==> config.mk <==
export PLATFORM = sky130hd
export DESIGN_NAME = bbx_exec
export DESIGN_NICKNAME = d
export VERILOG_FILES = /design/src/core/bbx_pkg.sv /design/src/core/bbx_bit_unit.sv /design/src/core/bbx_exec.sv
export SDC_FILE = /design/constraint.sdc
export NUM_CORES = 1
export LEC_CHECK = 0
export BUFFER_PORTS_ARGS = -buffer_cell sky130_fd_sc_hd__buf_2
export CORE_UTILIZATION = 50
export CTS_BUF_LIST = sky130_fd_sc_hd__clkbuf_4
export DETAILED_ROUTE_END_ITERATION = 12
export GPL_ROUTABILITY_DRIVEN = 1
export PLACE_DENSITY = 0.73
export SLEW_MARGIN = 40
export SYNTH_ARGS = -nofsm -noshare
export SYNTH_HDL_FRONTEND = slang
export SYNTH_HIERARCHICAL = 1
export SYNTH_SLANG_ARGS = --single-unit
==> constraint.sdc <==
create_clock -name i_ref_clk -period 3.34 [get_ports i_ref_clk]
set_input_delay 0.668 -clock i_ref_clk [delete_from_list [all_inputs] [get_ports i_ref_clk]]
set_output_delay 0.668 -clock i_ref_clk [all_outputs]
set_load 0.05 [all_outputs]
==> src/core/bbx_pkg.sv <==
// How it works
// - Bit-clear writes zero into bit 0..7 of data register 0..127, leaves the others, touches no flag.
// - Bit-set writes one into bit 0..7 of data register 0..127, leaves the others, touches no flag.
// - Literal branch jumps to PC plus one plus a signed 9-bit offset (-256..255) in two cycles, no flags.
// - Register branch jumps to PC plus one plus the unsigned working register in two cycles, no flags.
// - Skip-if-clear runs the next instruction when the bit is one, else turns it into a no-op (two cycles).
// - Skip-if-set runs the next instruction when the bit is zero, else turns it into a no-op (two cycles).
// - Call pushes PC plus one, loads the 11-bit literal into PC[10:0] and latch bits 6:3 into PC[14:11].
// - Call takes exactly two instruction cycles and changes no flag.
package bbx_pkg;

  // ----------------------------------------
  // Widths
  // ----------------------------------------
  localparam int PC_W    = 15;
  localparam int INSTR_W = 14;
  localparam int DATA_W  = 8;
  localparam int RADDR_W = 7;
  localparam int BIDX_W  = 3;
  localparam int LATCH_W = 7;
  localparam int CNT_W   = 32;

  // ----------------------------------------
  // Opcode fields and encodings
  // ----------------------------------------
  localparam int BITOP_HI  = 13;
  localparam int BITOP_LO  = 12;
  localparam int BITSEL_HI = 11;
  localparam int BITSEL_LO = 10;
  localparam int BIDX_HI   = 9;
  localparam int BIDX_LO   = 7;
  localparam int RADDR_HI  = 6;
  localparam int BRA_HI    = 13;
  localparam int BRA_LO    = 9;
  localparam int BRA_K_HI  = 8;
  localparam int CALL_HI   = 13;
  localparam int CALL_LO   = 11;
  localparam int CALL_K_HI = 10;
  localparam int LATCH_HI  = 6;
  localparam int LATCH_LO  = 3;

  localparam logic [1:0]         BITOP_GRP   = 2'h1;
  localparam logic [1:0]         SEL_CLR     = 2'h0;
  localparam logic [1:0]         SEL_SET     = 2'h1;
  localparam logic [1:0]         SEL_TSTCLR  = 2'h2;
  localparam logic [1:0]         SEL_TSTSET  = 2'h3;
  localparam logic [4:0]         BRA_GRP     = 5'h19;
  localparam logic [2:0]         CALL_GRP    = 3'h4;
  localparam logic [INSTR_W-1:0] BRW_CODE    = 14'h000B;

  // ----------------------------------------
  // Reset values and steps
  // ----------------------------------------
  localparam logic [PC_W-1:0]  PC_RST   = 15'h0000;
  localparam logic [PC_W-1:0]  PC_ONE   = 15'h0001;
  localparam logic [PC_W-1:0]  PC_TWO   = 15'h0002;
  localparam logic [CNT_W-1:0] CNT_ONE  = 32'h0000_0001;

  // ----------------------------------------
  // Sequencer states
  // ----------------------------------------
  typedef enum logic [1:0] {
    BBX_ST_EXEC  = 2'b01,
    BBX_ST_FLUSH = 2'b10
  } bbx_state_t;

  // ----------------------------------------
  // Carriers
  // ----------------------------------------
  typedef struct packed {
    logic               we;
    logic [RADDR_W-1:0] addr;
    logic [DATA_W-1:0]  data;
  } bbx_rf_wr_t;

  typedef struct packed {
    logic            push;
    logic [PC_W-1:0] addr;
  } bbx_push_t;

  typedef struct packed {
    bbx_state_t       st;
    logic [PC_W-1:0]  pc;
    bbx_rf_wr_t       wr;
    bbx_push_t        stk;
    logic             retire;
    logic             foreign;
    logic             nop;
    logic [CNT_W-1:0] cycles;
  } bbx_regs_t;

endpackage : bbx_pkg

==> src/core/bbx_bit_unit.sv <==
`timescale 1ns/1ns
module bbx_bit_unit #(
  parameter int WIDTH = 8,
  parameter int IDX_W = 3
) (
  // Operand
  input  wire logic [WIDTH-1:0] i_data,
  input  wire logic [IDX_W-1:0] i_idx,
  input  wire logic             i_val,
  // Results
  output logic      [WIDTH-1:0] o_data,
  output logic                  o_bit
);

  always_comb begin
    o_data        = i_data;
    o_data[i_idx] = i_val;
    o_bit         = i_data[i_idx];
  end

endmodule : bbx_bit_unit

==> src/core/bbx_exec.sv <==
`timescale 1ns/1ns
module bbx_exec
  import bbx_pkg::*;
(
  // Clock and reset
  input  wire logic               i_ref_clk,
  input  wire logic               i_nrst,
  // Instruction cycle strobe from the core divider
  input  wire logic               i_cyc_en,
  // Program memory
  output logic      [PC_W-1:0]    o_pc,
  input  wire logic [INSTR_W-1:0] i_instr,
  // Data register file
  output logic      [RADDR_W-1:0] o_rf_raddr,
  input  wire logic [DATA_W-1:0]  i_rf_rdata,
  output logic                    o_rf_we,
  output logic      [RADDR_W-1:0] o_rf_waddr,
  output logic      [DATA_W-1:0]  o_rf_wdata,
  // Core registers
  input  wire logic [DATA_W-1:0]  i_wreg,
  input  wire logic [LATCH_W-1:0] i_upper_pc_latch,
  // Return stack
  output logic                    o_push,
  output logic      [PC_W-1:0]    o_push_addr,
  // Status
  output logic                    o_retire,
  output logic                    o_foreign,
  output logic                    o_nop,
  output logic      [CNT_W-1:0]   o_cycles
);

  // ----------------------------------------
  // Decode
  // ----------------------------------------
  logic               is_bitop;
  logic               is_bra;
  logic               is_brw;
  logic               is_call;
  logic [1:0]         bit_sel;
  logic [BIDX_W-1:0]  bit_idx;
  logic [RADDR_W-1:0] reg_addr;
  logic [8:0]         bra_k;
  logic [10:0]        call_k;

  // Opcode groups are disjoint, so the order of the if chain below is free
  always_comb begin
    is_bitop = i_instr[BITOP_HI:BITOP_LO] == BITOP_GRP;
    is_bra   = i_instr[BRA_HI:BRA_LO] == BRA_GRP;
    is_brw   = i_instr == BRW_CODE;
    is_call  = i_instr[CALL_HI:CALL_LO] == CALL_GRP;
    bit_sel  = i_instr[BITSEL_HI:BITSEL_LO];
    bit_idx  = i_instr[BIDX_HI:BIDX_LO];
    reg_addr = i_instr[RADDR_HI:0];
    bra_k    = i_instr[BRA_K_HI:0];
    call_k   = i_instr[CALL_K_HI:0];
  end

  assign o_rf_raddr = reg_addr;

  // ----------------------------------------
  // Operand with write forwarding
  // ----------------------------------------
  bbx_regs_t         s_q;
  bbx_regs_t         s_d;
  logic [DATA_W-1:0] operand;
  logic [DATA_W-1:0] bit_wdata;
  logic              bit_tested;

  // Posted write lands one clock late, so a back-to-back read of the
  // same register must see the pending value rather than the stale one.
  always_comb begin
    if (s_q.wr.we && (s_q.wr.addr == reg_addr)) begin
      operand = s_q.wr.data;
    end else begin
      operand = i_rf_rdata;
    end
  end

  bbx_bit_unit #(
    .WIDTH (DATA_W),
    .IDX_W (BIDX_W)
  ) u_bit (
    .i_data (operand),
    .i_idx  (bit_idx),
    .i_val  (bit_sel == SEL_SET),
    .o_data (bit_wdata),
    .o_bit  (bit_tested)
  );

  // ----------------------------------------
  // Target arithmetic
  // ----------------------------------------
  logic [PC_W-1:0] pc_inc;
  logic [PC_W-1:0] bra_tgt;
  logic [PC_W-1:0] brw_tgt;
  logic [PC_W-1:0] call_tgt;

  // Sums are cut to PC width on purpose: targets wrap, never saturate

  always_comb begin
    pc_inc   = PC_W'(s_q.pc + PC_ONE);
    bra_tgt  = PC_W'(pc_inc + {{(PC_W-9){bra_k[8]}}, bra_k});
    brw_tgt  = PC_W'(pc_inc + {{(PC_W-DATA_W){1'b0}}, i_wreg});
    call_tgt = {i_upper_pc_latch[LATCH_HI:LATCH_LO], call_k};
  end

  // ----------------------------------------
  // Sequencer
  // ----------------------------------------
  // None of these opcodes touch status; flags live outside this block
  // and no flag write port exists here at all.
  always_comb begin
    s_d         = s_q;
    s_d.wr.we   = 1'b0;
    s_d.stk.push = 1'b0;
    s_d.retire  = 1'b0;
    s_d.foreign = 1'b0;
    s_d.nop     = 1'b0;
    if (i_cyc_en) begin
      s_d.cycles = s_q.cycles + CNT_ONE;
      case (s_q.st)
        BBX_ST_EXEC: begin
          s_d.retire = 1'b1;
          s_d.pc     = pc_inc;
          if (is_bitop) begin
            case (bit_sel)
              SEL_CLR, SEL_SET: begin
                s_d.wr.we   = 1'b1;
                s_d.wr.addr = reg_addr;
                s_d.wr.data = bit_wdata;
              end
              SEL_TSTCLR: begin
                if (!bit_tested) begin
                  s_d.pc = PC_W'(s_q.pc + PC_TWO);
                  s_d.st = BBX_ST_FLUSH;
                end
              end
              SEL_TSTSET: begin
                if (bit_tested) begin
                  s_d.pc = PC_W'(s_q.pc + PC_TWO);
                  s_d.st = BBX_ST_FLUSH;
                end
              end
              default: begin
                s_d.foreign = 1'b1;
              end
            endcase
          end else if (is_bra) begin
            s_d.pc = bra_tgt;
            s_d.st = BBX_ST_FLUSH;
          end else if (is_brw) begin
            s_d.pc = brw_tgt;
            s_d.st = BBX_ST_FLUSH;
          end else if (is_call) begin
            s_d.stk.push = 1'b1;
            s_d.stk.addr = pc_inc;
            s_d.pc       = call_tgt;
            s_d.st       = BBX_ST_FLUSH;
          end else begin
            // Executed by the rest of the core as a single cycle op
            s_d.foreign = 1'b1;
          end
        end
        BBX_ST_FLUSH: begin
          // Discarded fetch runs as a no-op; PC already holds the target
          s_d.nop = 1'b1;
          s_d.st  = BBX_ST_EXEC;
        end
        default: begin
          s_d.st = BBX_ST_EXEC;
        end
      endcase
    end
  end

  always_ff @(posedge i_ref_clk) begin
    if (!i_nrst) begin
      // Pulses clear too, so no stale write or push leaves reset
      s_q.st      <= BBX_ST_EXEC;
      s_q.pc      <= PC_RST;
      s_q.wr      <= '0;
      s_q.stk     <= '0;
      s_q.retire  <= 1'b0;
      s_q.foreign <= 1'b0;
      s_q.nop     <= 1'b0;
      s_q.cycles  <= '0;
    end else begin
      s_q <= s_d;
    end
  end

  // ----------------------------------------
  // Outputs
  // ----------------------------------------
  assign o_pc        = s_q.pc;
  assign o_rf_we     = s_q.wr.we;
  assign o_rf_waddr  = s_q.wr.addr;
  assign o_rf_wdata  = s_q.wr.data;
  assign o_push      = s_q.stk.push;
  assign o_push_addr = s_q.stk.addr;
  assign o_retire    = s_q.retire;
  assign o_foreign   = s_q.foreign;
  assign o_nop       = s_q.nop;
  assign o_cycles    = s_q.cycles;

endmodule : bbx_exec

==> qor.csv, run 1 <==
metric,value,unit
routed length on met2,8090,um
Worst setup SP type,input pin,
GRT Util Overall,26.4,%
Worst R2R Start,o_rf_waddr[5],
# rows,41,
max layer used,met4,
Final #Nets,992,
worst-case clock buffer depth,2,
Clock Pin Slew Worst Setup and Hold Paths,0.13,ns
unrepaired setup endpoints after global routing,true,
Final ANT Viol Nets,0,
CP required,3.67,ns
number of global-route vias before repair,5513,
Relative slew margins,59.8,%
WHS Path Cells,2,
Core ar.,12800,um2
synth top area cells,"dfxtp_1 (25%), buf_4 (10%), ha_1 (5.9%)",
CTS tree,done,
drt total wl,18200,um
R2R setup slack,0.04,ns
Max Cap Viol,0,
WL met3,1320,um
synth warn,6,
Via Count,6150,
syn_nets,903,
worst-path cell chain,buf_2 -> xnor2_2 -> nand4_1 -> nor2_4 -> mux2_4 -> mux2_2 -> a31oi_1 -> o211ai_1 -> xnor2_2 -> and2_4 -> o21ai_4 -> nor2_4 -> nand2_2 -> buf_4 -> o221ai_2 -> a21oi_2,
Tmin final,3.31,ns
gr ovfl total,0,
fin crit share,99.1,%
status,finished clean,
final slew viol count,0,
Async SR Flop Fraction,0,%
post-synthesis sequential area ratio,25.4,%
RR Endpoint,o_pc[7],
root buf cell,clkbuf_4,
post-synth cell types,78,
CP max stage cell,mux2_4,
Critical path origin,i_instr[0],
Most used DFF post-synth,dfxtp_1,
critical path class,in -> reg,
CP arrival,3.64,ns
DRT Pass-1 Iters,5,
CTS buffer count,9,
initial antenna violation count,0,
IO Count,129,
wl on met1,8250,um
worst-path maximum fanout,6,
DP Wirelength,13800,um
H-Tree Depth,3,
"slowest stage delay, CP",0.34,ns
min-delay src,o_rf_wdata[3],
Hold EP,o_rf_wdata[3],
syn avg cell area,7.99,um2
Clock Latency Late Sink,0.47,ns
layout cells sized above 1,33.1,%
Synth Cell Area,6630,um2
Area Overhead vs Synth,14.3,%
post-DR wirelength/cell,16.6,um
Initial Util,51.9,%
crit end category,flip-flop,
cts-stage hold buffer count,0,
Finish-stage setup viols,0,
Fin Setup TNS,0,ns
reg2reg path depth,15,
WHS,0.482,ns
vias per std cell,5.61,
post-synth top area share,25.4,%
worst hold path class,reg -> reg,
DRC viols,0,
maximum VDD drop,0.000177,V
fillers,1180,
Fmax achieved,302,MHz
Post-Syn Instances,830,
Port Buf Inserts,125,
die area,13700,um2
Final Hold Fails,0,
First DRT Iteration DRCs,504,
final clock skew,0.0329,ns
largest area contributor in the netlist,dfxtp_1,
Pleak,3.35,nW
Chip Height,117,um
first-pass GRT wire length,27800,um
Horiz. Die Dim,117,um
Diodes inserted,0,
Pwr Density,322,nW/um2
"EDFF count, synth",0,
Slew @ Worst Pin,0.602,ns
Placer Congestion,0.950,
Yosys reg bits,84,
pin count of the biggest net entering global routing,39,
clock sinks,84,
metal layers:
layer / track usage, % / up-vias
li1: - / 3030
met1: 36.6 / 2830
met2: 40.8 / 248
met3: 3.86 / 42
met4: 11.1 / 0
met5: 0 / -
cell usage in the layout, fill, tap and decap left out, types with 14 or more instances in the layout:
cell type / instances
nand2_1: 82
o211ai_1: 18
xnor2_1: 27
mux2_2: 14
inv_1: 20
dfxtp_1: 76
nor3_1: 15
buf_4: 75
nand3_1: 28
a211oi_1: 17
a21oi_1: 55
nor2_1: 80
ha_1: 28
buf_2: 125
o21ai_0: 28
xor2_1: 30
cells in the mapped netlist (3+ instances only):
| library cell | instances |
|---|---|
| nor3_1 | 15 |
| and4_1 | 8 |
| nor2b_1 | 5 |
| a22oi_1 | 6 |
| ha_1 | 31 |
| o21ai_1 | 3 |
| nand4_4 | 3 |
| inv_1 | 21 |
| o21ai_0 | 34 |
| buf_4 | 89 |
| o221ai_1 | 6 |
| nand2b_1 | 3 |
| o211ai_1 | 18 |
| mux2i_1 | 3 |
| a211oi_2 | 3 |
| a21oi_1 | 57 |
| nor2_1 | 83 |
| clkbuf_1 | 21 |
| nor4_1 | 4 |
| and2_1 | 3 |
| nand2_1 | 84 |
| buf_6 | 5 |
| mux2_2 | 18 |
| o31ai_1 | 4 |
| a31oi_1 | 6 |
| xnor2_1 | 32 |
| and3_1 | 11 |
| nand3_1 | 29 |
| a211oi_1 | 18 |
| nand4_1 | 10 |
| nor3b_1 | 3 |
| buf_2 | 10 |
| a21o_1 | 11 |
| or3_1 | 6 |
| dfxtp_1 | 84 |
| xor2_1 | 32 |
registers in the layout, summed over array words and instances, names as in the netlist, 2 cells and up:
name,count
o_pc,15
o_push_addr,15
o_rf_waddr,7
o_cycles,32
s_q,2
o_rf_wdata,8
cell families after synthesis:
group	after synthesis	share of synthesized area, %
flops	84	25.4
simple gates	287	21.9
compound gates	191	19.6
fa+ha+maj	33	6.45
mux	21	3.51
xor+xnor	66	8.95
buf+inv	148	14.2
what timing repair did:
action / 4_1_cts / 5_1_grt
setup endpoints to repair: 7 / 11
resized for setup: 6 / 55
endpoints found under the hold margin: 0 / 0
setup buffers: 0 / 3
pin swaps: 1 / 28
per-stage QoR:
stage	power, mW	instance area, um2	util (%)	instances	worst slack [ns]
after floorplan	1.68	6640	-	830	0.0122
after global placement	1.89	7210	56.5	1078	-0.416
after detailed placement	1.89	7210	56.5	1078	-0.522
after CTS	2.42	7350	57.5	1094	0.00805
after global routing	2.56	7580	59.3	1096	-0.0855
final	2.44	7580	59.3	1096	0.0301
worst max-delay path, delay by kind of cell:
family	cells	cell delay [ns]
XOR/XNOR	2	0.43
buffers and inverters	2	0.27
multiplexers	2	0.61
AND/OR/NAND/NOR	5	1.02
AO/OA/AOI/OAI	5	0.65
power by group:
part           internal (mW)  switching, mW
clock                  0.149          0.374
sequential              1.03         0.0323
combinational          0.335          0.519
area by class of cell:
class / count / area, um2 / share of cell area, %
clock buffer: 9 / 67.6 / 0.892
clock inverter: 7 / 42.5 / 0.561
tap: 172 / 215 / 2.84
inverter: 22 / 82.6 / 1.09
multi-input combinational: 598 / 4230 / 55.8
timing repair buffer: 204 / 1240 / 16.4
sequential: 84 / 1700 / 22.4
worst max path at each step:
stage	depth (start not counted)	slack, ns	to
6_report	16	0.03	o_pc[7]
3_5_place_dp	17	-0.52	o_pc[5]
4_1_cts	16	0.008	o_pc[11]
3_3_place_gp	17	-0.42	o_pc[11]
2_1_floorplan	14	0.01	o_pc[10]
5_1_grt	15	-0.09	o_pc[5]
No activity file was read; power rests on OpenSTA's default activity.
==> run 2, diff against run 1 <==
- CORE_UTILIZATION: 50 -> 36
- PLACE_DENSITY: 0.73 -> 0.55
==> qor.csv, run 2 (synthesis results as in run 1) <==
metric,value,unit,change
Clock Pin Slew Worst Setup and Hold Paths,0.17,ns,+0.04 ns
critical path class,reg -> reg,,
final slew viol count,0,,unchanged
Final #Nets,1011,,+1.9%
Pleak,3.44,nW,+2.7%
unrepaired setup endpoints after global routing,true,,
DRC viols,0,,unchanged
fin crit share,96.2,%,-2.9 points
Chip Height,138,um,+18%
Fmax achieved,311,MHz,+3.0%
Core ar.,18000,um2,+41%
CTS buffer count,9,,unchanged
Finish-stage setup viols,0,,unchanged
DRT Pass-1 Iters,6,,+1
First DRT Iteration DRCs,382,,-24%
# rows,49,,+20%
H-Tree Depth,3,,unchanged
status,finished clean,,
Horiz. Die Dim,138,um,+18%
max FFs per register,32,,unchanged
vias per std cell,5.19,,-7.5%
Via Count,6091,,-0.96%
DP Cell Count,1154,,+7.1%
Initial Util,36.8,%,-15 points
Placer Congestion,0.904,,-4.9%
first-pass GRT wire length,30100,um,+8.2%
IO Count,129,,unchanged
number of global-route vias before repair,5521,,+0.15%
Max Cap Viol,0,,unchanged
Relative slew margins,59.7,%,-0.12 points
Worst setup SP type,flip-flop,,
maximum VDD drop,0.000190,V,+7.6%
Post-DP Area,7420,um2,+2.8%
die area,19000,um2,+38%
Final Hold Fails,0,,unchanged
final non-filler cell total,1173,,+7.0%
CP required,3.71,ns,+0.04 ns
GRT Util Overall,20.8,%,-5.6 points
final clock skew,0.0315,ns,-0.00135 ns
post-DR wirelength/cell,16.8,um,+1.1%
cts-stage hold buffer count,0,,unchanged
Area Overhead vs Synth,17.8,%,
CP arrival,3.59,ns,-0.05 ns
Pwr Density,327,nW/um2,+1.6%
Tmin final,3.21,ns,-0.0964 ns
worst hold path class,reg -> reg,,
Port Buf Inserts,125,,unchanged
Total Power,2.56,mW,+4.7%
Slew @ Worst Pin,0.605,ns,+0.00264 ns
utilization after layout,43.3,%,-16 points
gr ovfl total,0,,unchanged
Clock Latency Late Sink,0.49,ns,+0.02 ns
initial antenna violation count,1,,+1
Fin Setup TNS,0,ns,unchanged
fillers,1930,,+64%
CTS tree,done,,
reg2reg path depth,18,,+3
pin count of the biggest net entering global routing,53,,+36%
clock sinks,84,,unchanged
Final Cell Area,7810,um2,+3.1%
DP Wirelength,15100,um,+9.3%
crit end category,flip-flop,,
"most common cell after layout, fill and taps aside",buf_2,,
layout cells sized above 1,34.4,%,+1.2 points
most frequent cells in the layout,"buf_2 (125), buf_4 (95), nand2_1 (82), nor2_1 (82), dfxtp_1 (74)",,
worst-case clock buffer depth,2,,unchanged
WHS Path Cells,2,,unchanged
drt total wl,19700,um,+8.2%
worst-path maximum fanout,7,,+1
Final ANT Viol Nets,0,,unchanged
root buf cell,clkbuf_4,,
-- run 2: changes by cell type in the layout (fill, tap and decap cells not counted), sizes merged --
| cell | before | now |
|---|---|---|
| buf | 204 | 223 |
| clkinv | 5 | 2 |
| inv | 23 | 27 |
| clkinvlp | 1 | 0 |
| diode | 0 | 1 |
-- run 2: area by class of cell --
| class | count | area [um2] | area share, % |
|---|---|---|---|
| Clock inverter | 7 | 71.3 | 0.913 |
| Antenna cell | 1 | 2.50 | 0.0320 |
| Inverter | 22 | 85.1 | 1.09 |
| Sequential cell | 84 | 1700 | 21.8 |
| Timing Repair Buffer | 223 | 1380 | 17.7 |
| Tap cell | 229 | 287 | 3.67 |
| Clock buffer | 9 | 67.6 | 0.865 |
| Multi-Input combinational cell | 598 | 4220 | 54.0 |
-- run 2: where the power goes --
part,internal (mW),switching (mW),leakage [nW]
clock network,0.176,0.439,0.0766
logic,0.348,0.526,2.67
registers,1.03,0.0349,0.686
-- run 2: stage by stage --
stage          hold slack (ns)  worst slack [ns]
2_1_floorplan            0.446            0.0122
3_3_place_gp             0.453            -0.512
3_5_place_dp             0.457            -0.491
4_1_cts                  0.475           -0.0235
5_1_grt                  0.510           -0.0114
6_report                 0.478             0.126
-- run 2: critical path, stage by stage (launching register included) --
cell and delay [ns]:
dfxtp_4 0.39, xnor2_2 0.14, nand4_1 0.15, nor2_4 0.16
buf_12 0.14, buf_6 0.09, mux2_4 0.14, or3b_1 0.34
a21o_1 0.18, o211ai_1 0.12, xnor2_1 0.11, buf_4 0.15
and2_4 0.17, o21ai_4 0.20, nor2_1 0.06, buf_4 0.16
buf_4 0.13, a32oi_1 0.18, a21oi_1 0.08
-- run 2: layer usage --
metal  share of wire, %  GRT usage, %
met1                 49          29.9
met2                 44          31.8
met3                5.2          2.83
met4                1.2          6.34
met5                  0             0
-- run 2: final timing paths --
| path | endpoint | startpoint | slack, ns |
|---|---|---|---|
| max | o_pc[5] | o_rf_waddr[5] | 0.13 |
| min | o_rf_wdata[6] | o_rf_wdata[6] | 0.48 |
| max reg2reg | o_pc[5] | o_rf_waddr[5] | 0.13 |
| min reg2reg | o_rf_wdata[6] | o_rf_wdata[6] | 0.48 |
-- run 2: what timing repair did --
action / CTS / global route
resized for setup: 10 / 49
setup endpoints to repair: 10 / 17
endpoints found under the hold margin: 0 / 0
setup buffers: 0 / 2
pin swaps: 1 / 13
